**config.mk**
```make
export PLATFORM = sky130hd
export DESIGN_NAME = crs_regs
export DESIGN_NICKNAME = d
export VERILOG_FILES = /design/src/crs_pkg.sv /design/src/crs_alu_if.sv /design/src/crs_shift_bit.sv /design/src/crs_regs.sv
export VERILOG_INCLUDE_DIRS = /design/src
export SDC_FILE = /design/constraint.sdc
export NUM_CORES = 2
export LEC_CHECK = 0
export BUFFER_PORTS_ARGS = -buffer_cell sky130_fd_sc_hd__buf_2
export CORE_ASPECT_RATIO = 0.7
export CORE_MARGIN = 2
export CORE_UTILIZATION = 48
export CTS_BUF_LIST = sky130_fd_sc_hd__clkbuf_4 sky130_fd_sc_hd__clkbuf_8
export CTS_CLUSTER_DIAMETER = 30
export DETAILED_ROUTE_END_ITERATION = 16
export PLACE_DENSITY = 0.7
export SLEW_MARGIN = 5
export SYNTH_ARGS = -nofsm -noshare
export SYNTH_HDL_FRONTEND = slang
export SYNTH_SLANG_ARGS = --single-unit
```
**constraint.sdc**
```tcl
create_clock -name clk_i -period 13.2 [get_ports clk_i]
set_clock_uncertainty 0.2 [all_clocks]
set_input_delay 1.98 -clock clk_i [delete_from_list [all_inputs] [get_ports clk_i]]
set_output_delay 1.98 -clock clk_i [all_outputs]
set_load 0.005 [all_outputs]
```
**src/crs_defines.svh**
```systemverilog
`ifndef CRS_DEFINES_SVH
`define CRS_DEFINES_SVH

// ==========================================================================
// widths and counts
`define CRS_XLEN 32
`define CRS_NGPR 32
`define CRS_IDX_W 5
`define CRS_PC_BITS 26
`define CRS_PSW_BITS 8
`define CRS_PIPE_STAGES 5
`define CRS_BIT_IDX_W 3
`define CRS_SHAMT_W 5

// ==========================================================================
// special general register indices
`define CRS_ZERO_IDX 5'h00
`define CRS_EP_IDX 5'h1e

// ==========================================================================
// reset values
`define CRS_PSW_RST 8'h20
`define CRS_PC_RST 26'h000_0000
`define CRS_WORD_RST 32'h0000_0000

// ==========================================================================
// system register numbers
`define CRS_SR_IRQ_PC 5'h00
`define CRS_SR_IRQ_PSW 5'h01
`define CRS_SR_NMI_PC 5'h02
`define CRS_SR_NMI_PSW 5'h03
`define CRS_SR_CAUSE 5'h04
`define CRS_SR_PSW 5'h05
`define CRS_SR_TC_PC 5'h10
`define CRS_SR_TC_PSW 5'h11
`define CRS_SR_DBG_PC 5'h12
`define CRS_SR_DBG_PSW 5'h13
`define CRS_SR_TC_BASE 5'h14

// ==========================================================================
// timing
`define CRS_CLK_MHZ 20
`define CRS_MIN_EXEC_NS 50

`endif

```
**src/crs_pkg.sv**
```systemverilog
package crs_pkg;

  // single-cycle shift and bit manipulation operations
  typedef enum logic [2:0] {
    CRS_OP_NONE = 3'h0,
    CRS_OP_SHL = 3'h1,
    CRS_OP_SHR = 3'h2,
    CRS_OP_SAR = 3'h3,
    CRS_OP_BIT_SET = 3'h4,
    CRS_OP_BIT_CLEAR = 3'h5,
    CRS_OP_BIT_INVERT = 3'h6,
    CRS_OP_BIT_TEST = 3'h7
  } crs_op_t;

  // exceptional entries that save context
  typedef enum logic [2:0] {
    CRS_EVT_NONE = 3'h0,
    CRS_EVT_IRQ = 3'h1,
    CRS_EVT_NMI = 3'h2,
    CRS_EVT_DEBUG = 3'h3,
    CRS_EVT_TABLE_CALL = 3'h4
  } crs_evt_t;

  // returns that restore context
  typedef enum logic [2:0] {
    CRS_RET_NONE = 3'h0,
    CRS_RET_IRQ = 3'h1,
    CRS_RET_NMI = 3'h2,
    CRS_RET_DEBUG = 3'h3,
    CRS_RET_TABLE_CALL = 3'h4
  } crs_ret_t;

endpackage : crs_pkg

```
**src/crs_alu_if.sv**
```systemverilog
`timescale 1ns/1ps
`include "crs_defines.svh"

interface crs_alu_if;
  crs_pkg::crs_op_t op;
  logic [`CRS_XLEN-1:0] operand;
  logic [`CRS_SHAMT_W-1:0] amount;
  logic [`CRS_XLEN-1:0] result;
  logic bit_was_zero;

  modport core (output op, output operand, output amount, input result, input bit_was_zero);
  modport unit (input op, input operand, input amount, output result, output bit_was_zero);
endinterface : crs_alu_if

```
**src/crs_shift_bit.sv**
```systemverilog
`timescale 1ns/1ps
`include "crs_defines.svh"

module crs_shift_bit (
  // operation
  crs_alu_if.unit alu
);

  logic [`CRS_BIT_IDX_W-1:0] bit_idx;
  logic [`CRS_XLEN-1:0] bit_mask;

  // bit operations address one bit of a memory byte, so only the low index bits count
  assign bit_idx = alu.amount[`CRS_BIT_IDX_W-1:0];
  assign bit_mask = {{(`CRS_XLEN-1){1'b0}}, 1'b1} << bit_idx;
  assign alu.bit_was_zero = ((alu.operand & bit_mask) == '0);

  // a full barrel shifter keeps any 32-bit shift to one clock
  always_comb
  begin
    case (alu.op)
      crs_pkg::CRS_OP_SHL: alu.result = alu.operand << alu.amount;
      crs_pkg::CRS_OP_SHR: alu.result = alu.operand >> alu.amount;
      crs_pkg::CRS_OP_SAR: alu.result = $signed(alu.operand) >>> alu.amount;
      crs_pkg::CRS_OP_BIT_SET: alu.result = alu.operand | bit_mask;
      crs_pkg::CRS_OP_BIT_CLEAR: alu.result = alu.operand & ~bit_mask;
      crs_pkg::CRS_OP_BIT_INVERT: alu.result = alu.operand ^ bit_mask;
      crs_pkg::CRS_OP_BIT_TEST: alu.result = alu.operand;
      default: alu.result = alu.operand;
    endcase
  end

endmodule : crs_shift_bit

```
**src/crs_regs.sv**
```systemverilog
// How it works
// - thirty-two general registers hold data or addresses
// - register zero always reads as zero
// - short loads and stores use register thirty base
// - every general register is thirty-two bits wide
// - fetch covers 64 MB, data covers 4 GB
// - five-stage pipeline retires one per clock
// - minimum execution time is 50 ns
// - a 32-bit shift finishes in one clock
// - bit set, clear, invert and test supported
// - program counter holds current instruction address
// - system registers keep interrupt, trap, table-call state
// - counter keeps 26 bits, bit zero cleared
`timescale 1ns/1ps
`include "crs_defines.svh"

module crs_regs #(
  parameter int XLEN = `CRS_XLEN,
  parameter int NGPR = `CRS_NGPR,
  parameter int PIPE_STAGES = `CRS_PIPE_STAGES
) (
  // clock and reset
  input wire logic clk_i,
  input wire logic nrst_i,
  // general register read ports, answered one clock later
  input wire logic [`CRS_IDX_W-1:0] rd_a_idx_i,
  input wire logic [`CRS_IDX_W-1:0] rd_b_idx_i,
  output logic [XLEN-1:0] rd_a_data_o,
  output logic [XLEN-1:0] rd_b_data_o,
  // general register write port
  input wire logic wr_en_i,
  input wire logic [`CRS_IDX_W-1:0] wr_idx_i,
  input wire logic [XLEN-1:0] wr_data_i,
  // data address generation
  input wire logic addr_req_i,
  input wire logic short_fmt_i,
  input wire logic [XLEN-1:0] addr_offset_i,
  output logic [XLEN-1:0] data_addr_o,
  // shift and bit manipulation
  input wire crs_pkg::crs_op_t op_i,
  input wire logic [XLEN-1:0] op_operand_i,
  input wire logic [`CRS_SHAMT_W-1:0] op_amount_i,
  output logic [XLEN-1:0] op_result_o,
  output logic op_bit_zero_o,
  // program counter
  input wire logic pc_load_i,
  input wire logic [XLEN-1:0] pc_target_i,
  input wire logic pc_advance_i,
  input wire logic [2:0] pc_step_i,
  output logic [XLEN-1:0] pc_o,
  output logic [`CRS_PC_BITS-1:0] fetch_addr_o,
  // system register access
  input wire logic sr_wr_i,
  input wire logic [`CRS_IDX_W-1:0] sr_idx_i,
  input wire logic [XLEN-1:0] sr_wdata_i,
  output logic [XLEN-1:0] sr_rdata_o,
  output logic [`CRS_PSW_BITS-1:0] psw_o,
  output logic debug_window_o,
  // exception entry and return
  input wire crs_pkg::crs_evt_t evt_i,
  input wire logic [XLEN-1:0] evt_pc_i,
  input wire logic [XLEN-1:0] evt_cause_i,
  input wire crs_pkg::crs_ret_t ret_i,
  // pipeline occupancy
  input wire logic issue_i,
  output logic retire_o
);

  // ==========================================================================
  // elaboration checks
  localparam int MIN_EXEC_CYC =
    (`CRS_MIN_EXEC_NS * `CRS_CLK_MHZ + 999) / 1000;

  generate
    if (XLEN != `CRS_XLEN || NGPR != `CRS_NGPR)
    begin : g_bad_width
      $error("crs_regs: only 32 registers of 32 bits are supported");
    end
    if (PIPE_STAGES < 2 || MIN_EXEC_CYC != 1)
    begin : g_bad_pipe
      $error("crs_regs: pipeline must issue one instruction per clock");
    end
  endgenerate

  // ==========================================================================
  // helpers
  function automatic logic [XLEN-1:0] crs_pc_fix(input logic [XLEN-1:0] v);
    // upper bits and bit zero never hold state, so odd or wide values fold away
    crs_pc_fix = {{(XLEN-`CRS_PC_BITS){1'b0}}, v[`CRS_PC_BITS-1:1], 1'b0};
  endfunction : crs_pc_fix

  function automatic logic [XLEN-1:0] crs_psw_ext(input logic [`CRS_PSW_BITS-1:0] v);
    crs_psw_ext = {{(XLEN-`CRS_PSW_BITS){1'b0}}, v};
  endfunction : crs_psw_ext

  // ==========================================================================
  // general registers
  logic [XLEN-1:0] gpr_r [NGPR];

  function automatic logic [XLEN-1:0] crs_gpr_rd(input logic [`CRS_IDX_W-1:0] idx,
                                                 input logic [XLEN-1:0] regs [NGPR]);
    crs_gpr_rd = (idx == `CRS_ZERO_IDX) ? '0 : regs[idx];
  endfunction : crs_gpr_rd

  always_ff @(posedge clk_i or negedge nrst_i)
  begin
    if (!nrst_i)
    begin
      for (int i = 0; i < NGPR; i++)
      begin
        gpr_r[i] <= `CRS_WORD_RST;
      end
    end
    else if (wr_en_i && wr_idx_i != `CRS_ZERO_IDX)
    begin
      gpr_r[wr_idx_i] <= wr_data_i;
    end
  end

  always_ff @(posedge clk_i or negedge nrst_i)
  begin
    if (!nrst_i)
    begin
      rd_a_data_o <= `CRS_WORD_RST;
      rd_b_data_o <= `CRS_WORD_RST;
    end
    else
    begin
      rd_a_data_o <= crs_gpr_rd(rd_a_idx_i, gpr_r);
      rd_b_data_o <= crs_gpr_rd(rd_b_idx_i, gpr_r);
    end
  end

  // ==========================================================================
  // data address: full 32-bit logical space, wraps at 4 GB
  logic [XLEN-1:0] addr_base;

  assign addr_base = short_fmt_i ? crs_gpr_rd(`CRS_EP_IDX, gpr_r)
                                 : crs_gpr_rd(rd_a_idx_i, gpr_r);

  always_ff @(posedge clk_i or negedge nrst_i)
  begin
    if (!nrst_i)
    begin
      data_addr_o <= `CRS_WORD_RST;
    end
    else if (addr_req_i)
    begin
      data_addr_o <= addr_base + addr_offset_i;
    end
  end

  // ==========================================================================
  // shift and bit unit
  crs_alu_if alu ();

  assign alu.op = op_i;
  assign alu.operand = op_operand_i;
  assign alu.amount = op_amount_i;

  crs_shift_bit u_shift_bit (
    .alu (alu.unit)
  );

  always_ff @(posedge clk_i or negedge nrst_i)
  begin
    if (!nrst_i)
    begin
      op_result_o <= `CRS_WORD_RST;
      op_bit_zero_o <= 1'b0;
    end
    else if (op_i != crs_pkg::CRS_OP_NONE)
    begin
      op_result_o <= alu.result;
      op_bit_zero_o <= alu.bit_was_zero;
    end
  end

  // ==========================================================================
  // system registers
  logic [XLEN-1:0] irq_saved_counter_r;
  logic [`CRS_PSW_BITS-1:0] irq_saved_status_r;
  logic [XLEN-1:0] nmi_saved_counter_r;
  logic [`CRS_PSW_BITS-1:0] nmi_saved_status_r;
  logic [XLEN-1:0] exception_cause_r;
  logic [`CRS_PSW_BITS-1:0] program_status_word_r;
  logic [XLEN-1:0] table_call_saved_counter_r;
  logic [`CRS_PSW_BITS-1:0] table_call_saved_status_r;
  logic [XLEN-1:0] debug_trap_saved_counter_r;
  logic [`CRS_PSW_BITS-1:0] debug_trap_saved_status_r;
  logic [XLEN-1:0] table_call_base_r;
  logic debug_window_r;
  logic [XLEN-1:0] pc_r;
  logic [XLEN-1:0] sr_rdata_nxt;
  logic sr_wr_ok;

  // an entry in the same cycle wins over a software write
  assign sr_wr_ok = sr_wr_i && evt_i == crs_pkg::CRS_EVT_NONE;

  always_ff @(posedge clk_i or negedge nrst_i)
  begin
    if (!nrst_i)
    begin
      irq_saved_counter_r <= `CRS_WORD_RST;
      irq_saved_status_r <= '0;
      nmi_saved_counter_r <= `CRS_WORD_RST;
      nmi_saved_status_r <= '0;
      exception_cause_r <= `CRS_WORD_RST;
      table_call_saved_counter_r <= `CRS_WORD_RST;
      table_call_saved_status_r <= '0;
      debug_trap_saved_counter_r <= `CRS_WORD_RST;
      debug_trap_saved_status_r <= '0;
      table_call_base_r <= `CRS_WORD_RST;
    end
    else if (evt_i == crs_pkg::CRS_EVT_IRQ)
    begin
      irq_saved_counter_r <= crs_pc_fix(evt_pc_i);
      irq_saved_status_r <= program_status_word_r;
      exception_cause_r <= evt_cause_i;
    end
    else if (evt_i == crs_pkg::CRS_EVT_NMI)
    begin
      nmi_saved_counter_r <= crs_pc_fix(evt_pc_i);
      nmi_saved_status_r <= program_status_word_r;
      exception_cause_r <= evt_cause_i;
    end
    else if (evt_i == crs_pkg::CRS_EVT_DEBUG)
    begin
      debug_trap_saved_counter_r <= crs_pc_fix(evt_pc_i);
      debug_trap_saved_status_r <= program_status_word_r;
    end
    else if (evt_i == crs_pkg::CRS_EVT_TABLE_CALL)
    begin
      table_call_saved_counter_r <= crs_pc_fix(evt_pc_i);
      table_call_saved_status_r <= program_status_word_r;
    end
    else if (sr_wr_ok)
    begin
      // the cause register is read-only and reserved numbers drop the write
      if (sr_idx_i == `CRS_SR_IRQ_PC)
        irq_saved_counter_r <= crs_pc_fix(sr_wdata_i);
      else if (sr_idx_i == `CRS_SR_IRQ_PSW)
        irq_saved_status_r <= sr_wdata_i[`CRS_PSW_BITS-1:0];
      else if (sr_idx_i == `CRS_SR_NMI_PC)
        nmi_saved_counter_r <= crs_pc_fix(sr_wdata_i);
      else if (sr_idx_i == `CRS_SR_NMI_PSW)
        nmi_saved_status_r <= sr_wdata_i[`CRS_PSW_BITS-1:0];
      else if (sr_idx_i == `CRS_SR_TC_PC)
        table_call_saved_counter_r <= crs_pc_fix(sr_wdata_i);
      else if (sr_idx_i == `CRS_SR_TC_PSW)
        table_call_saved_status_r <= sr_wdata_i[`CRS_PSW_BITS-1:0];
      else if (sr_idx_i == `CRS_SR_DBG_PC && debug_window_r)
        debug_trap_saved_counter_r <= crs_pc_fix(sr_wdata_i);
      else if (sr_idx_i == `CRS_SR_DBG_PSW && debug_window_r)
        debug_trap_saved_status_r <= sr_wdata_i[`CRS_PSW_BITS-1:0];
      else if (sr_idx_i == `CRS_SR_TC_BASE)
        table_call_base_r <= sr_wdata_i;
    end
  end

  // status word: a return restores it, a write takes effect on the next clock
  always_ff @(posedge clk_i or negedge nrst_i)
  begin
    if (!nrst_i)
      program_status_word_r <= `CRS_PSW_RST;
    else if (ret_i == crs_pkg::CRS_RET_IRQ)
      program_status_word_r <= irq_saved_status_r;
    else if (ret_i == crs_pkg::CRS_RET_NMI)
      program_status_word_r <= nmi_saved_status_r;
    else if (ret_i == crs_pkg::CRS_RET_DEBUG)
      program_status_word_r <= debug_trap_saved_status_r;
    else if (ret_i == crs_pkg::CRS_RET_TABLE_CALL)
      program_status_word_r <= table_call_saved_status_r;
    else if (sr_wr_ok && sr_idx_i == `CRS_SR_PSW)
      program_status_word_r <= sr_wdata_i[`CRS_PSW_BITS-1:0];
  end

  always_ff @(posedge clk_i or negedge nrst_i)
  begin
    if (!nrst_i)
      debug_window_r <= 1'b0;
    else if (evt_i == crs_pkg::CRS_EVT_DEBUG)
      debug_window_r <= 1'b1;
    else if (ret_i == crs_pkg::CRS_RET_DEBUG)
      debug_window_r <= 1'b0;
  end

  always_comb
  begin
    if (sr_idx_i == `CRS_SR_IRQ_PC)
      sr_rdata_nxt = irq_saved_counter_r;
    else if (sr_idx_i == `CRS_SR_IRQ_PSW)
      sr_rdata_nxt = crs_psw_ext(irq_saved_status_r);
    else if (sr_idx_i == `CRS_SR_NMI_PC)
      sr_rdata_nxt = nmi_saved_counter_r;
    else if (sr_idx_i == `CRS_SR_NMI_PSW)
      sr_rdata_nxt = crs_psw_ext(nmi_saved_status_r);
    else if (sr_idx_i == `CRS_SR_CAUSE)
      sr_rdata_nxt = exception_cause_r;
    else if (sr_idx_i == `CRS_SR_PSW)
      sr_rdata_nxt = crs_psw_ext(program_status_word_r);
    else if (sr_idx_i == `CRS_SR_TC_PC)
      sr_rdata_nxt = table_call_saved_counter_r;
    else if (sr_idx_i == `CRS_SR_TC_PSW)
      sr_rdata_nxt = crs_psw_ext(table_call_saved_status_r);
    else if (sr_idx_i == `CRS_SR_DBG_PC && debug_window_r)
      sr_rdata_nxt = debug_trap_saved_counter_r;
    else if (sr_idx_i == `CRS_SR_DBG_PSW && debug_window_r)
      sr_rdata_nxt = crs_psw_ext(debug_trap_saved_status_r);
    else if (sr_idx_i == `CRS_SR_TC_BASE)
      sr_rdata_nxt = table_call_base_r;
    else
      sr_rdata_nxt = '0;
  end

  always_ff @(posedge clk_i or negedge nrst_i)
  begin
    if (!nrst_i)
      sr_rdata_o <= `CRS_WORD_RST;
    else
      sr_rdata_o <= sr_rdata_nxt;
  end

  assign psw_o = program_status_word_r;
  assign debug_window_o = debug_window_r;

  // ==========================================================================
  // program counter
  always_ff @(posedge clk_i or negedge nrst_i)
  begin
    if (!nrst_i)
      pc_r <= {{(XLEN-`CRS_PC_BITS){1'b0}}, `CRS_PC_RST};
    else if (ret_i == crs_pkg::CRS_RET_IRQ)
      pc_r <= irq_saved_counter_r;
    else if (ret_i == crs_pkg::CRS_RET_NMI)
      pc_r <= nmi_saved_counter_r;
    else if (ret_i == crs_pkg::CRS_RET_DEBUG)
      pc_r <= debug_trap_saved_counter_r;
    else if (ret_i == crs_pkg::CRS_RET_TABLE_CALL)
      pc_r <= table_call_saved_counter_r;
    else if (pc_load_i)
      pc_r <= crs_pc_fix(pc_target_i);
    else if (pc_advance_i)
      pc_r <= crs_pc_fix(pc_r + {{(XLEN-3){1'b0}}, pc_step_i});
  end

  assign pc_o = pc_r;
  assign fetch_addr_o = pc_r[`CRS_PC_BITS-1:0];

  // ==========================================================================
  // pipeline occupancy: one slot enters and one leaves every clock
  logic [PIPE_STAGES-1:0] stage_r;

  always_ff @(posedge clk_i or negedge nrst_i)
  begin
    if (!nrst_i)
      stage_r <= '0;
    else
      stage_r <= {stage_r[PIPE_STAGES-2:0], issue_i};
  end

  assign retire_o = stage_r[PIPE_STAGES-1];

endmodule : crs_regs

```
==> reports/metrics.yaml <==
critPathKind: "input port to register"
relSlewSlack_pct: 13.4
die-area_mm2: 0.166
grt_start_max_net_pins: 183
number_of_instances_in_the_synthesized_netlist: 5909
synth_common_cells: "dfrtp_1, mux2_2, mux4_2, clkbuf_1, nor2_1"
grt_setup_unrepaired: "no"
ctsHoldBuffers: 0
worst-slew-pin-transition_ns: 1.29
area_added_between_synthesis_and_finish_pct: 13.5
timing.final.crit_period_ns: 7.42
fp.coreArea_mm2: 0.161
antenna_left: 0
ys_seq_elements: 1420
routabilityCongestion: 0.942
cts_max_level: 5
global_route_wire_length_before_repair_um: 379000
critPathCaptureType: "register"
worstHoldPathType: "register to register"
cts-buffers-inserted: 297
grt_remaining_overflow: 0
worst-r2r-cell-count: 15
start_util_pct: 48.5
hpwlAfterDp_um: 158000
timing.hold.worst_path_depth: 0
clkLatencyLatePin_ns: 1.02
routed_wl_um: 256000
die_y_um: 342
power.leakage_uw: 0.0389
synthTopCellsByArea: "dfrtp_1, mux4_2, mux2_2, mux2i_1, clkbuf_1"
pwr_density_cell_mw_per_mm2: 158
synth_edf_count: 0
grt_antenna_before_repair: 34
path_clk_slew_ns: 0.05
r2r_setup_slack_ns: 8.08
setup_viol: 0
total_vias_in_the_final_route: 56400
global_route_usage_over_all_layers_pct: 30.6
synthesis.area_per_instance_um2: 13.2
finalHoldWorstSlack_ns: 0.150
detail_route.vias_per_cell: 6.59
yosys.cell_count.top_type: "dfrtp_1"
status: "completed"
drc: 0
max-vdd-ir-drop_uv: 126
root_buffer: "clkbuf_8"
nets: 6526
synth_largest_type_area_fraction_pct: 45.4
clock_sink_count: 1420
worst_ep_arrival_time_ns: 8.07
timing.rr.end: "data_addr_o[31]$_DFFE_PN0P_"
ys_types: 86
crit_path_start: "rd_a_idx_i[0]"
yosysSeqAreaShare_pct: 45.4
clock.fmax_mhz: 135
cts.repair_timing.setup_buffer_count: 0
fillers: 13200
clock_tree.buffer_depth: 4
r2r_start: "gpr_r[516]$_DFFE_PN0P_"
critPathMaxFanout: 67
ys_dominant_reg_cell: "dfrtp_1"
die_width_um: 487
port_buffers: 475
synth_top_area_cell: "dfrtp_1"
cts.repair.resized: 0
startpoint_type: "input port"
initialDrtViolationCount: 6381
async_reset_ff_share_pct: 100
final_layout_size_suffix_gt1_share_pct: 46.1
maxCapViolations: 0
slew_viol_final: 0
grt_pass1_vias: 56700
wire_per_inst_um: 29.9
req_time_crit_path_ns: 13.85
io_pins: 499
syn-cell-area_mm2: 0.0783
clock_tree_from_tritoncts: "done"
finalSetupTns_ns: 0
ys_warn_count: 0
layout_worst_path_cycle_share_pct: 56.2
cp-endpoint: "data_addr_o[31]$_DFFE_PN0P_"
rows: 123
first_pass_detailed_route_iteration_total: 9
final-hold-violation-count: 0
layer usage:
metal  share of wire (%)  up-vias  GRT usage, %
li1                    -    23100             -
met1                  41    29400          43.8
met2                  44     3221          43.7
met3                  11      693          8.66
met4                 4.2       18          12.9
met5               0.050        -             0
logic make-up after synthesis:
group,share of synthesized area [%]
simple gates,4.78
xor+xnor,0.537
flops,45.4
mux,37.4
compound gates,7.26
other cells,0.00479
buf+inv,3.67
fa+ha+maj,0.962
worst max-delay path, cell delays in order:
cell and delay (ns):
buf_8 0.59, buf_4 0.69, buf_4 0.60, mux4_2 0.59, mux2_2 0.30, a221oi_1 0.24
nor3_1 0.15, mux2_2 0.41, ha_1 0.36, a21o_1 0.22, a31o_2 0.21, a221oi_1 0.50
nand2_1 0.11, o21ai_1 0.34, o21ai_0 0.25, o221ai_1 0.23, o221ai_1 0.14
state kept, by name (all words and copies together), names as in the netlist, 32 cells and up:
| signal | count |
|---|---|
| sr_rdata_o | 32 |
| table_call_base_r | 32 |
| rd_b_data_o | 32 |
| exception_cause_r | 32 |
| rd_a_data_o | 32 |
| gpr_r | 1024 |
| data_addr_o | 32 |
| op_result_o | 32 |
worst min path at each step:
stage	startpoint	slack (ns)	endpoint
after floorplan	stage_r[0]$_DFF_PN0_	0.13	stage_r[1]$_DFF_PN0_
after global placement	stage_r[3]$_DFF_PN0_	0.13	stage_r[4]$_DFF_PN0_
after detailed placement	stage_r[1]$_DFF_PN0_	0.14	stage_r[2]$_DFF_PN0_
after CTS	stage_r[0]$_DFF_PN0_	0.15	stage_r[1]$_DFF_PN0_
after global routing	stage_r[3]$_DFF_PN0_	0.17	stage_r[4]$_DFF_PN0_
final	stage_r[2]$_DFF_PN0_	0.15	stage_r[3]$_DFF_PN0_
per-stage QoR:
step	utilization, %	cells	worst slack (ns)	total power [µW]	cell area (µm²)
4_1_cts	55.0	8531	5.96	14100	88700
6_report	55.1	8559	5.78	14100	88800
3_5_place_dp	50.8	8023	4.85	8690	82000
2_1_floorplan	-	5916	6.72	7670	78300
3_3_place_gp	50.8	8023	4.91	8550	82000
5_1_grt	55.0	8548	5.43	14600	88800
cell usage in the layout, fill, tap and decap left out, types with 17 or more instances in the layout:
cell type / Yosys / final
nand2b_1: 25 / 25
o22ai_1: 42 / 42
o21ai_0: 152 / 152
nor2b_1: 31 / 30
dfrtp_1: 1419 / 1419
nor2_1: 318 / 297
clkinvlp_4: 0 / 18
o211ai_1: 24 / 24
a211o_1: 17 / 17
ha_1: 57 / 57
bufinv_16: 0 / 38
diode_2: 0 / 28
nand2_2: 1 / 17
xnor2_1: 33 / 33
clkbuf_4: 0 / 45
buf_2: 61 / 464
inv_1: 56 / 56
o221ai_1: 34 / 34
nand2_1: 250 / 234
a22o_1: 29 / 29
a222oi_1: 18 / 18
a21oi_1: 246 / 246
mux4_2: 606 / 606
buf_4: 56 / 115
a31oi_1: 44 / 44
nor2_4: 0 / 18
a221oi_1: 42 / 42
and2_1: 29 / 27
mux2i_1: 250 / 250
mux2_2: 1164 / 1164
nor3_1: 62 / 59
clkinv_2: 0 / 38
clkbuf_8: 0 / 348
a22oi_1: 82 / 82
a211oi_1: 31 / 31
nand3_1: 39 / 39
a21o_1: 20 / 20
cell type report:
cell class / count / area, µm² / area share, %
clock inverters: 115 / 1650 / 1.86
clock buffers: 393 / 5130 / 5.77
diodes: 28 / 70.1 / 0.0789
flip-flops and latches: 1420 / 35500 / 40.0
inverters: 59 / 221 / 0.249
well taps: 2125 / 2660 / 2.99
repair buffers: 591 / 3400 / 3.83
multi-input cells: 3828 / 40100 / 45.2
where the power goes:
part / leakage (µW) / switching, µW / internal [µW]
Combinational: 0.0175 / 1300 / 1570
Sequential: 0.0179 / 625 / 5180
Clock: 0.00349 / 2110 / 3290
No activity file was read; power rests on OpenSTA's default activity.
